`config.mk`:
```
export PLATFORM = sky130hd
export DESIGN_NAME = afc_top
export DESIGN_NICKNAME = d
export VERILOG_FILES = /design/src/afc_pkg.sv /design/src/afc_map_if.sv /design/src/afc_filter.sv /design/src/afc_mapper.sv /design/src/afc_top.sv
export SDC_FILE = /design/constraint.sdc
export NUM_CORES = 2
export LEC_CHECK = 0
export BUFFER_PORTS_ARGS = -buffer_cell sky130_fd_sc_hd__buf_2
export CORE_MARGIN = 10
export CORE_UTILIZATION = 45
export CTS_CLUSTER_DIAMETER = 40
export CTS_CLUSTER_SIZE = 20
export DETAILED_ROUTE_END_ITERATION = 12
export HOLD_SLACK_MARGIN = 0.1
export PLACE_DENSITY = 0.71
export SETUP_SLACK_MARGIN = 0.2
export SLEW_MARGIN = 20
export SYNTH_ARGS = -nofsm -noshare
export SYNTH_HDL_FRONTEND = slang
export SYNTH_SLANG_ARGS = --single-unit
```
`constraint.sdc`:
```
create_clock -name clk -period 139.6 [get_ports clk]
set_clock_uncertainty 0.2 [all_clocks]
set_input_delay 27.92 -clock clk [delete_from_list [all_inputs] [get_ports clk]]
set_output_delay 27.92 -clock clk [all_outputs]
set_load 0.01 [all_outputs]
```
`src/afc_pkg.sv`:
```
package afc_pkg;
   localparam int unsigned CLK_PERIOD_NS = 10;
   localparam int unsigned ADC_W         = 12;
   localparam int unsigned NUM_TERM      = 5;
   localparam int unsigned NUM_SET       = 2;
   // filter timing; the accumulator moves 1/16 of the error per tick
   localparam int unsigned FILT_SHIFT    = 4;
   localparam int unsigned FILT_UNIT_NS  = 2_000_000;
   localparam int unsigned FILT_LONG_NS  = 500_000_000;
   localparam int unsigned FILT_UNIT_CYC = FILT_UNIT_NS / (CLK_PERIOD_NS * (1 << FILT_SHIFT));
   localparam int unsigned FILT_LONG_CYC = FILT_LONG_NS / (CLK_PERIOD_NS * (1 << FILT_SHIFT));
   localparam logic [4:0]  FILT_MIN_SET  = 5'h01;
   localparam logic [4:0]  FILT_LONG_SET = 5'h1F;
   localparam logic [4:0]  FILT_RST      = 5'h08;
   // frequency in 0.01 Hz units
   localparam logic [15:0] FREQ_MAX      = 16'h9C40;
   localparam logic [15:0] HYST_CHZ      = 16'h000A;
   localparam logic [16:0] UD_STEP       = 17'h0000A;
   localparam logic [6:0]  RATIO_MAX     = 7'h64;
   localparam logic [10:0] GAIN_MAX      = 11'h7D0;
   localparam logic [10:0] GAIN_RST      = 11'h3E8;
   localparam logic [6:0]  HOLD_FUNC     = 7'h41;
   localparam logic [1:0]  BELOW_ZERO    = 2'h1;
   localparam logic [1:0]  MEM_KEEP      = 2'h1;
   // ratio percent to adc code, about 40.96 per percent
   localparam logic [15:0] RATIO_SCALE   = 16'hA3D7;
   localparam int unsigned RATIO_SHR     = 10;
   // gain in 0.1 percent, divide by 1000 as multiply and shift
   localparam logic [10:0] GAIN_RECIP    = 11'h419;
   localparam int unsigned GAIN_SHR      = 20;
   // register map
   localparam logic [7:0]  ADDR_CTRL     = 8'h00;
   localparam logic [7:0]  ADDR_GAIN     = 8'h04;
   localparam logic [7:0]  ADDR_SET_BASE = 8'h08;
   localparam logic [7:0]  ADDR_SET_STEP = 8'h14;
   localparam logic [7:0]  OFS_START_F   = 8'h00;
   localparam logic [7:0]  OFS_END_F     = 8'h04;
   localparam logic [7:0]  OFS_START_R   = 8'h08;
   localparam logic [7:0]  OFS_END_R     = 8'h0C;
   localparam logic [7:0]  OFS_BELOW     = 8'h10;
   localparam logic [7:0]  ADDR_FUNC     = 8'h30;
   localparam logic [7:0]  ADDR_HELD     = 8'h44;
   localparam logic [7:0]  ADDR_UD_OFS   = 8'h48;
   localparam logic [7:0]  ADDR_STATUS   = 8'h4C;
   // control and status fields
   localparam int unsigned CTRL_FILT_LSB = 0;
   localparam int unsigned CTRL_MEM_LSB  = 8;
   localparam int unsigned CTRL_SRC_BIT  = 12;
   localparam int unsigned STAT_HOLD_BIT = 16;
   localparam int unsigned STAT_RS_BIT   = 17;
   // reset values of the range sets and function codes
   localparam logic [15:0] START_F_RST   = 16'h0000;
   localparam logic [15:0] END_F_RST     = 16'h0000;
   localparam logic [6:0]  START_R_RST   = 7'h00;
   localparam logic [6:0]  END_R_RST     = 7'h64;
   localparam logic [1:0]  BELOW_RST     = 2'h1;
   localparam logic [6:0]  FUNC_RST      = 7'h00;
endpackage

```
`src/afc_map_if.sv`:
```
`timescale 1ns/100ps
// one range mapping request and its result
interface afc_map_if;
   logic [11:0] level;    // conditioned input code
   logic [15:0] start_f;  // start frequency
   logic [15:0] end_f;    // end frequency
   logic [6:0]  start_r;  // start ratio, percent
   logic [6:0]  end_r;    // end ratio, percent
   logic [1:0]  below;    // below-start select
   logic [15:0] freq;     // mapped frequency
   modport mapper (input level, start_f, end_f, start_r, end_r, below, output freq);
   modport user   (output level, start_f, end_f, start_r, end_r, below, input freq);
endinterface

```
`src/afc_filter.sv`:
```
`timescale 1ns/100ps
module afc_filter (
   input  wire logic        clk,       // system clock
   input  wire logic        reset_n,   // async reset
   input  wire logic        ce,        // clock enable
   input  wire logic [4:0]  setting,   // filter setting
   input  wire logic [31:0] unit_cyc,  // tick cycles per setting step
   input  wire logic [31:0] long_cyc,  // tick cycles for the long filter
   input  wire logic [11:0] din,       // raw level
   output logic      [11:0] dout       // filtered level
);
   import afc_pkg::*;

   logic [31:0] cnt_reg;
   logic [31:0] period;
   logic [15:0] acc_reg;
   logic signed [16:0] err;

   // tick period scales with the setting, or is long_cyc at the long setting, so one shift serves every constant
   // time constant steps
   always_comb begin
      if (setting == FILT_LONG_SET) begin
         period = long_cyc;
      end else begin
         period = unit_cyc * 32'(setting);
      end
   end

   always_ff @(posedge clk or negedge reset_n) begin
      if (!reset_n) begin
         cnt_reg <= 32'h00000000;
      end else if (ce) begin
         if (cnt_reg + 32'h00000001 >= period) begin
            cnt_reg <= 32'h00000000;
         end else begin
            cnt_reg <= cnt_reg + 32'h00000001;
         end
      end
   end

   // first-order step, four fraction bits kept against drift
   assign err = $signed({1'b0, din, 4'h0}) - $signed({1'b0, acc_reg});

   always_ff @(posedge clk or negedge reset_n) begin
      if (!reset_n) begin
         acc_reg <= 16'h0000;
      end else if (ce && cnt_reg + 32'h00000001 >= period) begin
         acc_reg <= 16'($signed({1'b0, acc_reg}) + (err >>> FILT_SHIFT));
      end
   end

   assign dout = acc_reg[15:4];
endmodule

```
`src/afc_mapper.sv`:
```
`timescale 1ns/100ps
module afc_mapper (
   afc_map_if.mapper m  // mapping request and result
);
   import afc_pkg::*;

   logic [11:0]        thr_lo;
   logic [11:0]        thr_hi;
   logic signed [31:0] span_f;
   logic signed [31:0] prod;
   logic [31:0]        q;

   // ratio percent to adc code thresholds
   assign thr_lo = 12'((32'(m.start_r) * 32'(RATIO_SCALE)) >> RATIO_SHR);
   assign thr_hi = 12'((32'(m.end_r) * 32'(RATIO_SCALE)) >> RATIO_SHR);
   assign span_f = $signed(32'(m.end_f)) - $signed(32'(m.start_f));
   assign prod   = span_f * $signed(32'(m.level - thr_lo));

   // combinational divide keeps the path short in cycles; it is a long
   // timing path, acceptable for a slow control loop
   always_comb begin
      q = 32'h00000000;
      if (m.level < thr_lo) begin
         m.freq = (m.below == BELOW_ZERO) ? 16'h0000 : m.start_f;
      end else if (m.level >= thr_hi) begin
         m.freq = m.end_f;
      end else begin
         q      = 32'(prod / $signed(32'(thr_hi - thr_lo)));
         m.freq = 16'(32'(m.start_f) + q);
      end
   end
endmodule

```
`src/afc_top.sv`:
```
// Design decisions made here: the APB interface to the registers and the register addresses.
`timescale 1ns/100ps
module afc_top #(
   parameter int unsigned FILT_UNIT_CYC_P = afc_pkg::FILT_UNIT_CYC,  // filter tick per step
   parameter int unsigned FILT_LONG_CYC_P = afc_pkg::FILT_LONG_CYC   // long filter tick
) (
   input  wire logic        clk,                    // 100 MHz system clock
   input  wire logic        reset_n,                // async reset, active low
   input  wire logic        ce,                     // clock enable, freezes all state
   input  wire logic        psel,                   // apb select
   input  wire logic        penable,                // apb enable
   input  wire logic        pwrite,                 // apb direction
   input  wire logic [7:0]  paddr,                  // apb byte address
   input  wire logic [31:0] pwdata,                 // apb write data
   output logic      [31:0] prdata,                 // apb read data
   output logic             pready,                 // apb ready
   output logic             pslverr,                // apb error, unmapped
   input  wire logic [11:0] terminal_analog_input,  // terminal adc code
   input  wire logic [11:0] panel_knob_input,       // knob adc code
   input  wire logic [4:0]  input_terminal,         // multifunction inputs
   input  wire logic        reset_input_terminal,   // reset terminal, high = reset
   input  wire logic        up_input_terminal,      // up command
   input  wire logic        down_input_terminal,    // down command
   output logic      [15:0] target_freq,            // target frequency, 0.01 Hz
   output logic             hold_active             // hold in force
);
   import afc_pkg::*;

   // pin synchronisers
   logic [11:0] term_s1;
   logic [11:0] term_s2;
   logic [11:0] knob_s1;
   logic [11:0] knob_s2;
   logic [4:0]  in_s1;
   logic [4:0]  in_s2;
   logic [2:0]  ctl_s1;
   logic [2:0]  ctl_s2;
   logic [1:0]  ud_prev_reg;
   // registers
   logic [4:0]  filt_set_reg;
   logic [1:0]  mem_sel_reg;
   logic        src_sel_reg;
   logic [10:0] gain_reg;
   logic [15:0] start_f_reg [NUM_SET];
   logic [15:0] end_f_reg   [NUM_SET];
   logic [6:0]  start_r_reg [NUM_SET];
   logic [6:0]  end_r_reg   [NUM_SET];
   logic [1:0]  below_reg   [NUM_SET];
   logic [6:0]  func_reg    [NUM_TERM];
   logic [11:0] held_reg;
   logic signed [16:0] ofs_reg;
   logic        hold_prev_reg;
   logic [15:0] target_reg;
   logic [31:0] prdata_reg;
   // datapath
   logic [4:0]  func_hit;
   logic        hold_act;
   logic        rs_act;
   logic        up_pulse;
   logic        dn_pulse;
   logic        wr;
   logic        rd_setup;
   logic        hit;
   logic [11:0] src_level;
   logic [11:0] filt_level;
   logic [11:0] gained;
   logic [33:0] gain_prod;
   logic signed [18:0] cand_s;
   logic [15:0] cand;
   logic [15:0] diff;
   logic [31:0] rd_mux;

   afc_map_if mif ();

   // two flops on every pin before use
   // a code caught mid-change may be off for one sample; the filter smooths it
   always_ff @(posedge clk or negedge reset_n) begin
      if (!reset_n) begin
         term_s1 <= 12'h000;
         term_s2 <= 12'h000;
         knob_s1 <= 12'h000;
         knob_s2 <= 12'h000;
         in_s1   <= 5'h00;
         in_s2   <= 5'h00;
         ctl_s1  <= 3'h0;
         ctl_s2  <= 3'h0;
      end else if (ce) begin
         term_s1 <= terminal_analog_input;
         term_s2 <= term_s1;
         knob_s1 <= panel_knob_input;
         knob_s2 <= knob_s1;
         in_s1   <= input_terminal;
         in_s2   <= in_s1;
         ctl_s1  <= {down_input_terminal, up_input_terminal, reset_input_terminal};
         ctl_s2  <= ctl_s1;
      end
   end

   // up/down edge detect on the settled stage only
   always_ff @(posedge clk or negedge reset_n) begin
      if (!reset_n) begin
         ud_prev_reg <= 2'h0;
      end else if (ce) begin
         ud_prev_reg <= ctl_s2[2:1];
      end
   end

   // pulses last one cycle; up and down together are ignored further on
   assign rs_act   = ctl_s2[0];
   assign up_pulse = ctl_s2[1] & ~ud_prev_reg[0];
   assign dn_pulse = ctl_s2[2] & ~ud_prev_reg[1];

   // pready tied high, so read data must stand when penable rises
   // apb decode; no wait states
   assign wr       = psel & penable & pwrite;
   assign rd_setup = psel & ~penable & ~pwrite;
   assign pready   = 1'b1;
   assign pslverr  = psel & penable & ~hit;

   always_comb begin
      hit    = 1'b1;
      rd_mux = 32'h00000000;
      case (paddr)
         ADDR_CTRL:   rd_mux = {19'h00000, src_sel_reg, 2'h0, mem_sel_reg, 3'h0, filt_set_reg};
         ADDR_GAIN:   rd_mux = {21'h000000, gain_reg};
         ADDR_HELD:   rd_mux = {20'h00000, held_reg};
         ADDR_UD_OFS: rd_mux = {{15{ofs_reg[16]}}, ofs_reg};
         ADDR_STATUS: rd_mux = {14'h0000, rs_act, hold_act, target_reg};
         default: begin
            hit = 1'b0;
            for (int s = 0; s < NUM_SET; s++) begin
               if (paddr == ADDR_SET_BASE + 8'(s) * ADDR_SET_STEP + OFS_START_F) begin
                  hit    = 1'b1;
                  rd_mux = {16'h0000, start_f_reg[s]};
               end
               if (paddr == ADDR_SET_BASE + 8'(s) * ADDR_SET_STEP + OFS_END_F) begin
                  hit    = 1'b1;
                  rd_mux = {16'h0000, end_f_reg[s]};
               end
               if (paddr == ADDR_SET_BASE + 8'(s) * ADDR_SET_STEP + OFS_START_R) begin
                  hit    = 1'b1;
                  rd_mux = {25'h0000000, start_r_reg[s]};
               end
               if (paddr == ADDR_SET_BASE + 8'(s) * ADDR_SET_STEP + OFS_END_R) begin
                  hit    = 1'b1;
                  rd_mux = {25'h0000000, end_r_reg[s]};
               end
               if (paddr == ADDR_SET_BASE + 8'(s) * ADDR_SET_STEP + OFS_BELOW) begin
                  hit    = 1'b1;
                  rd_mux = {30'h00000000, below_reg[s]};
               end
            end
            for (int t = 0; t < NUM_TERM; t++) begin
               if (paddr == ADDR_FUNC + 8'(t) * 8'h04) begin
                  hit    = 1'b1;
                  rd_mux = {25'h0000000, func_reg[t]};
               end
            end
         end
      endcase
   end

   // read data captured in the setup cycle, presented in the access cycle
   always_ff @(posedge clk or negedge reset_n) begin
      if (!reset_n) begin
         prdata_reg <= 32'h00000000;
      end else if (ce && rd_setup) begin
         prdata_reg <= rd_mux;
      end
   end

   assign prdata = prdata_reg;

   // control and gain; out-of-range writes are pulled into range
   // filter setting 0 has no meaning, so it reads back as 1
   always_ff @(posedge clk or negedge reset_n) begin
      if (!reset_n) begin
         filt_set_reg <= FILT_RST;
         mem_sel_reg  <= 2'h0;
         src_sel_reg  <= 1'b0;
         gain_reg     <= GAIN_RST;
      end else if (ce && wr) begin
         if (paddr == ADDR_CTRL) begin
            filt_set_reg <= (pwdata[CTRL_FILT_LSB +: 5] < FILT_MIN_SET) ? FILT_MIN_SET
                            : pwdata[CTRL_FILT_LSB +: 5];
            mem_sel_reg  <= pwdata[CTRL_MEM_LSB +: 2];
            src_sel_reg  <= pwdata[CTRL_SRC_BIT];
         end
         if (paddr == ADDR_GAIN) begin
            gain_reg <= (pwdata > 32'(GAIN_MAX)) ? GAIN_MAX : pwdata[10:0];
         end
      end
   end

   // one range set per source
   for (genvar s = 0; s < NUM_SET; s++) begin : g_set
      localparam logic [7:0] BASE = ADDR_SET_BASE + 8'(s) * ADDR_SET_STEP;
      always_ff @(posedge clk or negedge reset_n) begin
         if (!reset_n) begin
            start_f_reg[s] <= START_F_RST;
            end_f_reg[s]   <= END_F_RST;
            start_r_reg[s] <= START_R_RST;
            end_r_reg[s]   <= END_R_RST;
            below_reg[s]   <= BELOW_RST;
         end else if (ce && wr) begin
            if (paddr == BASE + OFS_START_F) begin
               start_f_reg[s] <= (pwdata > 32'(FREQ_MAX)) ? FREQ_MAX : pwdata[15:0];
            end
            if (paddr == BASE + OFS_END_F) begin
               end_f_reg[s] <= (pwdata > 32'(FREQ_MAX)) ? FREQ_MAX : pwdata[15:0];
            end
            // start ratio is held against the stored end ratio; widen the end first
            // ratio ordering
            if (paddr == BASE + OFS_START_R) begin
               start_r_reg[s] <= (pwdata > 32'(end_r_reg[s])) ? end_r_reg[s] : pwdata[6:0];
            end
            if (paddr == BASE + OFS_END_R) begin
               end_r_reg[s] <= (pwdata > 32'(RATIO_MAX)) ? RATIO_MAX
                               : (pwdata < 32'(start_r_reg[s])) ? start_r_reg[s] : pwdata[6:0];
            end
            if (paddr == BASE + OFS_BELOW) begin
               below_reg[s] <= pwdata[1:0];
            end
         end
      end
   end

   // terminal function codes and hold match
   for (genvar t = 0; t < NUM_TERM; t++) begin : g_term
      always_ff @(posedge clk or negedge reset_n) begin
         if (!reset_n) begin
            func_reg[t] <= FUNC_RST;
         end else if (ce && wr && paddr == ADDR_FUNC + 8'(t) * 8'h04) begin
            func_reg[t] <= pwdata[6:0];
         end
      end
      assign func_hit[t] = in_s2[t] & (func_reg[t] == HOLD_FUNC);
   end

   // several terminals may carry the hold code; any one of them holds
   assign hold_act    = |func_hit;
   assign hold_active = hold_act;

   assign src_level = src_sel_reg ? knob_s2 : term_s2;

   // a source switch lets the filter settle from the old level, no jump
   afc_filter i_afc_filter (
      .clk      (clk),
      .reset_n  (reset_n),
      .ce       (ce),
      .setting  (filt_set_reg),
      .unit_cyc (FILT_UNIT_CYC_P),
      .long_cyc (FILT_LONG_CYC_P),
      .din      (src_level),
      .dout     (filt_level)
   );

   // saturate instead of wrap so a high gain never folds to a low level
   // gain scaling
   assign gain_prod = 34'(filt_level) * 34'(gain_reg) * 34'(GAIN_RECIP);
   assign gained    = (gain_prod >> GAIN_SHR > 34'h000000FFF) ? 12'hFFF : 12'(gain_prod >> GAIN_SHR);

   // held value and up/down offset; software may restore both after power-up
   always_ff @(posedge clk or negedge reset_n) begin
      if (!reset_n) begin
         held_reg      <= 12'h000;
         ofs_reg       <= 17'h00000;
         // starts high, but hold_act is 0 out of reset (func_reg resets to 0), so the first hold edge still loads held_reg
         hold_prev_reg <= 1'b1;
      end else if (ce) begin
         hold_prev_reg <= hold_act;
         if (wr && paddr == ADDR_HELD) begin
            held_reg <= pwdata[11:0];
         end
         if (wr && paddr == ADDR_UD_OFS) begin
            ofs_reg <= pwdata[16:0];
         end
         if (!rs_act && hold_act && !hold_prev_reg) begin
            held_reg <= gained;
         end
         if (!rs_act && hold_act) begin
            // offset stops near full scale so repeated steps cannot wrap sign
            // up/down while held
            if (up_pulse && !dn_pulse && ofs_reg < $signed({1'b0, FREQ_MAX})) begin
               ofs_reg <= ofs_reg + $signed(UD_STEP);
            end else if (dn_pulse && !up_pulse && ofs_reg > -$signed({1'b0, FREQ_MAX})) begin
               ofs_reg <= ofs_reg - $signed(UD_STEP);
            end
         end else if (!hold_act && hold_prev_reg && mem_sel_reg != MEM_KEEP) begin
            ofs_reg <= 17'h00000;
         end
      end
   end

   // active set applied
   // held_reg loads at the first hold edge, so that cycle still uses the live level
   assign mif.level   = (hold_act && hold_prev_reg) ? held_reg : gained;
   assign mif.start_f = start_f_reg[src_sel_reg];
   assign mif.end_f   = end_f_reg[src_sel_reg];
   assign mif.start_r = start_r_reg[src_sel_reg];
   assign mif.end_r   = end_r_reg[src_sel_reg];
   assign mif.below   = below_reg[src_sel_reg];

   afc_mapper i_afc_mapper (
      .m (mif)
   );

   // offset counts only under hold, so a kept offset waits for the next hold
   // offset applied to mapped value
   assign cand_s = $signed({3'h0, mif.freq}) + (hold_act ? 19'(ofs_reg) : 19'h00000);
   assign cand   = (cand_s < 0) ? 16'h0000 : (cand_s > $signed({3'h0, FREQ_MAX})) ? FREQ_MAX
                   : cand_s[15:0];
   assign diff   = (cand > target_reg) ? cand - target_reg : target_reg - cand;

   // output register; reset terminal forces zero
   always_ff @(posedge clk or negedge reset_n) begin
      if (!reset_n) begin
         target_reg <= 16'h0000;
      end else if (ce) begin
         if (rs_act) begin
            target_reg <= 16'h0000;
         end else if (filt_set_reg == FILT_LONG_SET) begin
            // compared with the last output, so slow drift still moves it in steps
            // hysteresis band
            if (diff > HYST_CHZ) begin
               target_reg <= cand;
            end
         end else begin
            target_reg <= cand;
         end
      end
   end

   assign target_freq = target_reg;
endmodule

```
# Word-level counts from Yosys, hierarchy flattened
# Cells that the tools add are included.
# classes
add_sub_neg,12
multipliers,6
div,1
magnitude_cmp,19
eq_ne,28
n_shift,0
n_mux,78
n_bitwise,18
n_reduce_logical,42
# ops
operator,count
$mux W32,16
$mux W16,17
$pmux W32 S5,1
$mux W17,5
$mux W7,12
$eq A8 B6 Y1 const B,8
$gt A32 B7 Y1,2
$lt A32 B7 Y1,2
$mux W12,5
$mul A7 B16 Y22 const B,2
$eq A7 B7 Y1 const B,5
$mul A23 B11 Y34 const B,1
$sub A16 B16 Y17,2
$add A32 B1 Y32 const B,1
$div A32 B32 Y32,1
$eq A8 B5 Y1 const B,4
$eq A8 B7 Y1 const B,4
$ge A32 B32 Y1,1
$gt A32 B11 Y1 const B,1
$gt A32 B16 Y1 const B,1
$gt A32 B7 Y1 const B,1
$mul A32 B32 Y32,1
$sub A16 B16 Y16,2
$reduce_and A2 Y1,14
other kinds (38),95
# word_totals
regBits,342
latchBits,0
ramBits,0
rom_bits,0
output_inout_bits,51
word_cells,239
mem_count,0

# Depth between registers and ports, before layout
# logic_depth
ltp_word,21
ltp_mapped,526
mapped_depth_nobuf,484

# Cells and area by module
# Synthesis repeated with hierarchy kept, for this count alone.
# hier_totals
hier_cells,9687
area_unflattened_um2,76410.8
# by_module_without_submodules
mod,n_inst,cells_per_inst,area_each_um2,seq_area_each_um2
afc_mapper,1,5837,42433.2,0.0
afc_top,1,2760,24880.1,7051.8
afc_filter,1,1090,9097.5,1201.2

# Least setup slack after synthesis
# Ideal clock, no wire load.
# synth_timing
path_type,register -> register
startpoint,register gain_reg[3]
endpoint,"register target_reg[10], in the netlist target_freq[10]"
setup_time_ns,0.125
arrival_ns,98.865
required_ns,139.275
slack_ns,40.411
path_stages_with_launch,489
synth_period_minus_slack_ns,99.189
path_cell_list,dfstp_2 clkbuf_1 nand2_1 fa_1 fa_1 inv_1 ha_1 fa_1 inv_1 fa_1 inv_1 ha_1 inv_1 o21bai_1 a21oi_1 o21bai_1 a21oi_1 o2111ai_1 [... 453 more ...] a21o_1 a21o_1 a21o_1 a21o_1 a21oi_1 o21bai_1 o21ai_0 buf_2 mux2_2 a211o_1 o211ai_1 a21oi_1 a21oi_1 o21ai_0 xnor2_1 o41ai_2 buf_2 mux2_2
# synth_via
elab_chain_len,20
# synth_rtl
item,line_no,source
"start, declared",afc_top.sv:43,logic [10:0] gain_reg;
"start signal, assigned",afc_top.sv:190,gain_reg <= (pwdata > 32'(GAIN_MAX)) ? GAIN_MAX : pwdata[10:0];
$mul A12 B11 Y23 (*),afc_top.sv:260,assign gain_prod = 34'(filt_level) * 34'(gain_reg) * 34'(GAIN_RECIP);
$mul A23 B11 Y34 (*),afc_top.sv:260,
$gt A14 B12 Y1,afc_top.sv:261,assign gained = (gain_prod >> GAIN_SHR > 34'h000000FFF) ? 12'hFFF : 12'(gain_prod >> GAIN_SHR);
$mux W12 (*),afc_top.sv:261,
$mux W12 (*),afc_top.sv:297,assign mif.level = (hold_act && hold_prev_reg) ? held_reg : gained;
$sub A12 B12 Y13,afc_mapper.sv:17,assign prod = span_f * $signed(32'(m.level - thr_lo));
$mul A32 B32 Y32,afc_mapper.sv:17,
$div A32 B32 Y32,afc_mapper.sv:28,q = 32'(prod / $signed(32'(thr_hi - thr_lo)));
[... 4 more ...],-,
$gt A19 B17 Y1,afc_top.sv:311,"assign cand = (cand_s < 0) ? 16'h0000 : (cand_s > $signed({3'h0, FREQ_MAX})) ? FREQ_MAX"
$mux W16,afc_top.sv:311,
$mux W16 (*),afc_top.sv:311,
$sub A16 B16 Y16 / $gt A16 B16 Y1 (equally long branches),afc_top.sv:313,assign diff = (cand > target_reg) ? cand - target_reg : target_reg - cand;
$mux W16,afc_top.sv:313,
$gt A16 B4 Y1,afc_top.sv:325,if (diff > HYST_CHZ) begin
$ne A3 B2 Y1 (no source line),-,
$reduce_and A2 Y1 (no source line),-,
"end signal, assigned",afc_top.sv:326,target_reg <= cand;
"end signal, assigned",afc_top.sv:329,target_reg <= cand;
"end, declared",afc_top.sv:53,logic [15:0] target_reg;
# Every way passes the cells marked *; elsewhere a longest branch is shown, timed or not. The select of a mux whose other input is x is not followed.
# A chain may end at the register's enable or synchronous reset.

# Worst setup path after layout
# layout_timing
startpoint,register gain_reg[2]
endpoint,"register target_reg[4], in the netlist target_freq[4]"
# The elaborated chain is that of the path after synthesis.

==> impl_metrics.json <==
{
  "critPathBufInv": 31,
  "initial_core_util": 0.454,
  "clock-sinks": 329,
  "syn_avg_cell_area_um2": 7.86,
  "ys_types": 119,
  "drtAntennaViolNets": 0,
  "fp.dieW_um": 423,
  "nets": 11000,
  "crit_slowest_cell": "a211oi_1",
  "dr.pass1.iters": 7,
  "die_y_um": 423,
  "synth_top_cell_by_area": "ha_1",
  "layout_common_cells": "ha_1 (1,098), nand2_1 (1,008), inv_1 (809), nor2_1 (714), a21oi_1 (590)",
  "largest_reg_flops": 35,
  "end_kind": "flop",
  "ys_seq_area_frac": 0.113,
  "gr-total-overflow": 0,
  "final_cells": 11700,
  "drtIter0Drc": 6667,
  "slew_violations": 0,
  "max_slew_margin": 0.186,
  "cap_violations": 0,
  "cts_max_level": 2,
  "synth-seq-cells": 329,
  "wl_per_cell_um": 21.2,
  "critPathTopFamily": "compound AO/OA/AOI/OAI gates",
  "worstPathRequired_ns": 139.90,
  "cts.path.max_buffers": 3,
  "grtUsageMet3": 0.0390,
  "fin_util": 0.491,
  "outcome": "finished clean",
  "ios": 129,
  "max_stage_delay_ns": 0.87,
  "wl_mm": 248,
  "root_buffer": "clkbuf_16",
  "netlist_area_um2": 73000,
  "cts_tree": "built",
  "grt_util_met2": 0.434,
  "grt_max_degree": 174,
  "cts_resized": 0,
  "numCtsBuffers": 59,
  "finalSetupViolCount": 0,
  "postCtsSetupBuffers": 0,
  "finalCritPeriodShare": 0.830,
  "grtUsageTotal": 0.266,
  "antenna_found_initial": 23,
  "fin_tns_setup_ns": 0,
  "cts_hold_buf": 0,
  "grt_busiest_layer": "met2",
  "hold_viol": 0,
  "synth.top_cell.area_share": 0.188,
  "cts.clk_slew.worst_paths_ns": 0.05,
  "synth.top_cells.by_area": "ha_1 (19%), fa_1 (11%), dfrtp_1 (11%), nand2_1 (5.2%), xnor2_1 (4.3%)",
  "place_inst": 11600,
  "fillers": 15400,
  "synthCells": 9294,
  "synth_edf_count": 0,
  "layout_commonest_cell": "ha_1",
  "via_per_inst": 6.03,
  "die_area_um2": 179000,
  "synth_warnings": 0,
  "num_rows": 147,
  "place_hpwl_mm": 200,
  "globalplace.congestion": 1.04,
  "grt_pass1_vias": 69400,
  "timing.final.crit_period_ns": 115.85,
  "core_um2": 161000,
  "async_flop_share": 1.00,
  "areaGrowthSynthToFinish_pct": 8.21,
  "tightest_slew_ns": 1.22,
  "startpoint_type": "flop",
  "grt_pass1_wl_mm": 388,
  "use_met1": 0.332,
  "hp-class": "flop to flop",
  "layout-drive-gt1-share": 0.0865,
  "port_buffers": 127,
  "via_count": 70500,
  "post-route-drc-count": 0,
  "worstSetupPathType": "flop to flop",
  "synthFlopType": "dfrtp_1",
  "crit_fanout": 48,
  "rsz0062_at_grt": "no",
  "max_freq_mhz": 8.63,
  "cp_common_cell": "a21oi_1",
  "cp.arrival_ns": 116.15,
  "clk_latency_ns": 0.64
}
worst register-to-register path, delay by kind of cell, from the launching register on:
family,cells,cell delay (ns)
flip-flops,1,0.67
multiplexers,4,1.65
AND/OR/NAND/NOR,118,27.16
adder cells (fa/ha/maj),57,20.42
XOR/XNOR,5,1.18
buffers and inverters,31,6.08
AO/OA/AOI/OAI,237,58.25
kinds of logic after synthesis:
logic type | share of synthesized area
AOI/OAI and AO/OA | 0.216
xor gates and xnor gates | 0.0702
adders and majority gates | 0.296
buffers and inverters | 0.0608
DFF | 0.113
muxes | 0.0453
other | 0.0000514
and+or+nand+nor | 0.198
cell usage after synthesis, types with 29 or more instances:
cell type	instances
ha_1	1098
nand2_1	1009
inv_1	810
nor2_1	717
a21oi_1	596
o21ai_0	513
fa_1	394
xnor2_1	359
dfrtp_1	313
nor3_1	251
clkbuf_1	246
mux2_2	242
a21o_1	234
xor2_1	217
nand3_1	194
o21a_1	192
and2_1	154
nor2b_1	152
a31oi_1	112
nand2b_1	103
or3_1	94
nand4_1	85
or2_2	84
o21bai_1	79
and3_1	69
o31ai_1	61
a211oi_1	60
mux2i_1	55
o211ai_1	54
a22oi_1	49
nor4_1	37
buf_2	31
buf_4	30
a211o_1	29
o22ai_1	29
metal layers:
metal	routed length, um	vias up	part of all wire
li1	-	33100	-
met1	100000	33700	0.40
met2	112000	2928	0.45
met3	19000	748	0.077
met4	16800	20	0.068
met5	131	-	0.00053
final cells by class:
type / instances / area (um2) / share of cell area
Sequential cell: 329 / 8250 / 0.104
Timing Repair Buffer: 246 / 1550 / 0.0197
Antenna cell: 10 / 25.0 / 0.000317
Tap cell: 2160 / 2700 / 0.0342
Clock buffer: 65 / 1540 / 0.0195
Clock inverter: 47 / 542 / 0.00686
Multi-Input combinational cell: 8017 / 61300 / 0.776
Inverter: 814 / 3060 / 0.0387
through the flow:
step	hold slack (ns)	area, um2	setup WS (ns)
after floorplan	0.260	73700	40.41
after global placement	0.259	76900	27.96
after detailed placement	0.265	76900	25.70
after CTS	0.282	79000	25.22
after global routing	0.314	79000	15.83
final	0.278	79000	23.75
worst paths after layout:
path                            slack [ns]                         end                    start  depth (start not counted)
worst max-delay path                 23.75  target_freq[4]$_DFFE_PN0P_  gain_reg[2]$_DFFE_PN0P_                        452
worst min-delay path                  0.28       prdata[0]$_DFFE_PN0P_    prdata[0]$_DFFE_PN0P_                          1
worst max register to register       23.75  target_freq[4]$_DFFE_PN0P_  gain_reg[2]$_DFFE_PN0P_                        452
worst min register to register        0.28       prdata[0]$_DFFE_PN0P_    prdata[0]$_DFFE_PN0P_                          1
max in group asynchronous           109.81  target_freq[9]$_DFFE_PN0P_                  reset_n                          3
min in group asynchronous            27.06     held_reg[2]$_DFFE_PN0P_                  reset_n                          1
Power is left out: the tool's default activity adds up to more than one toggle a clock period on the data nets, which glitch-free logic cannot reach.
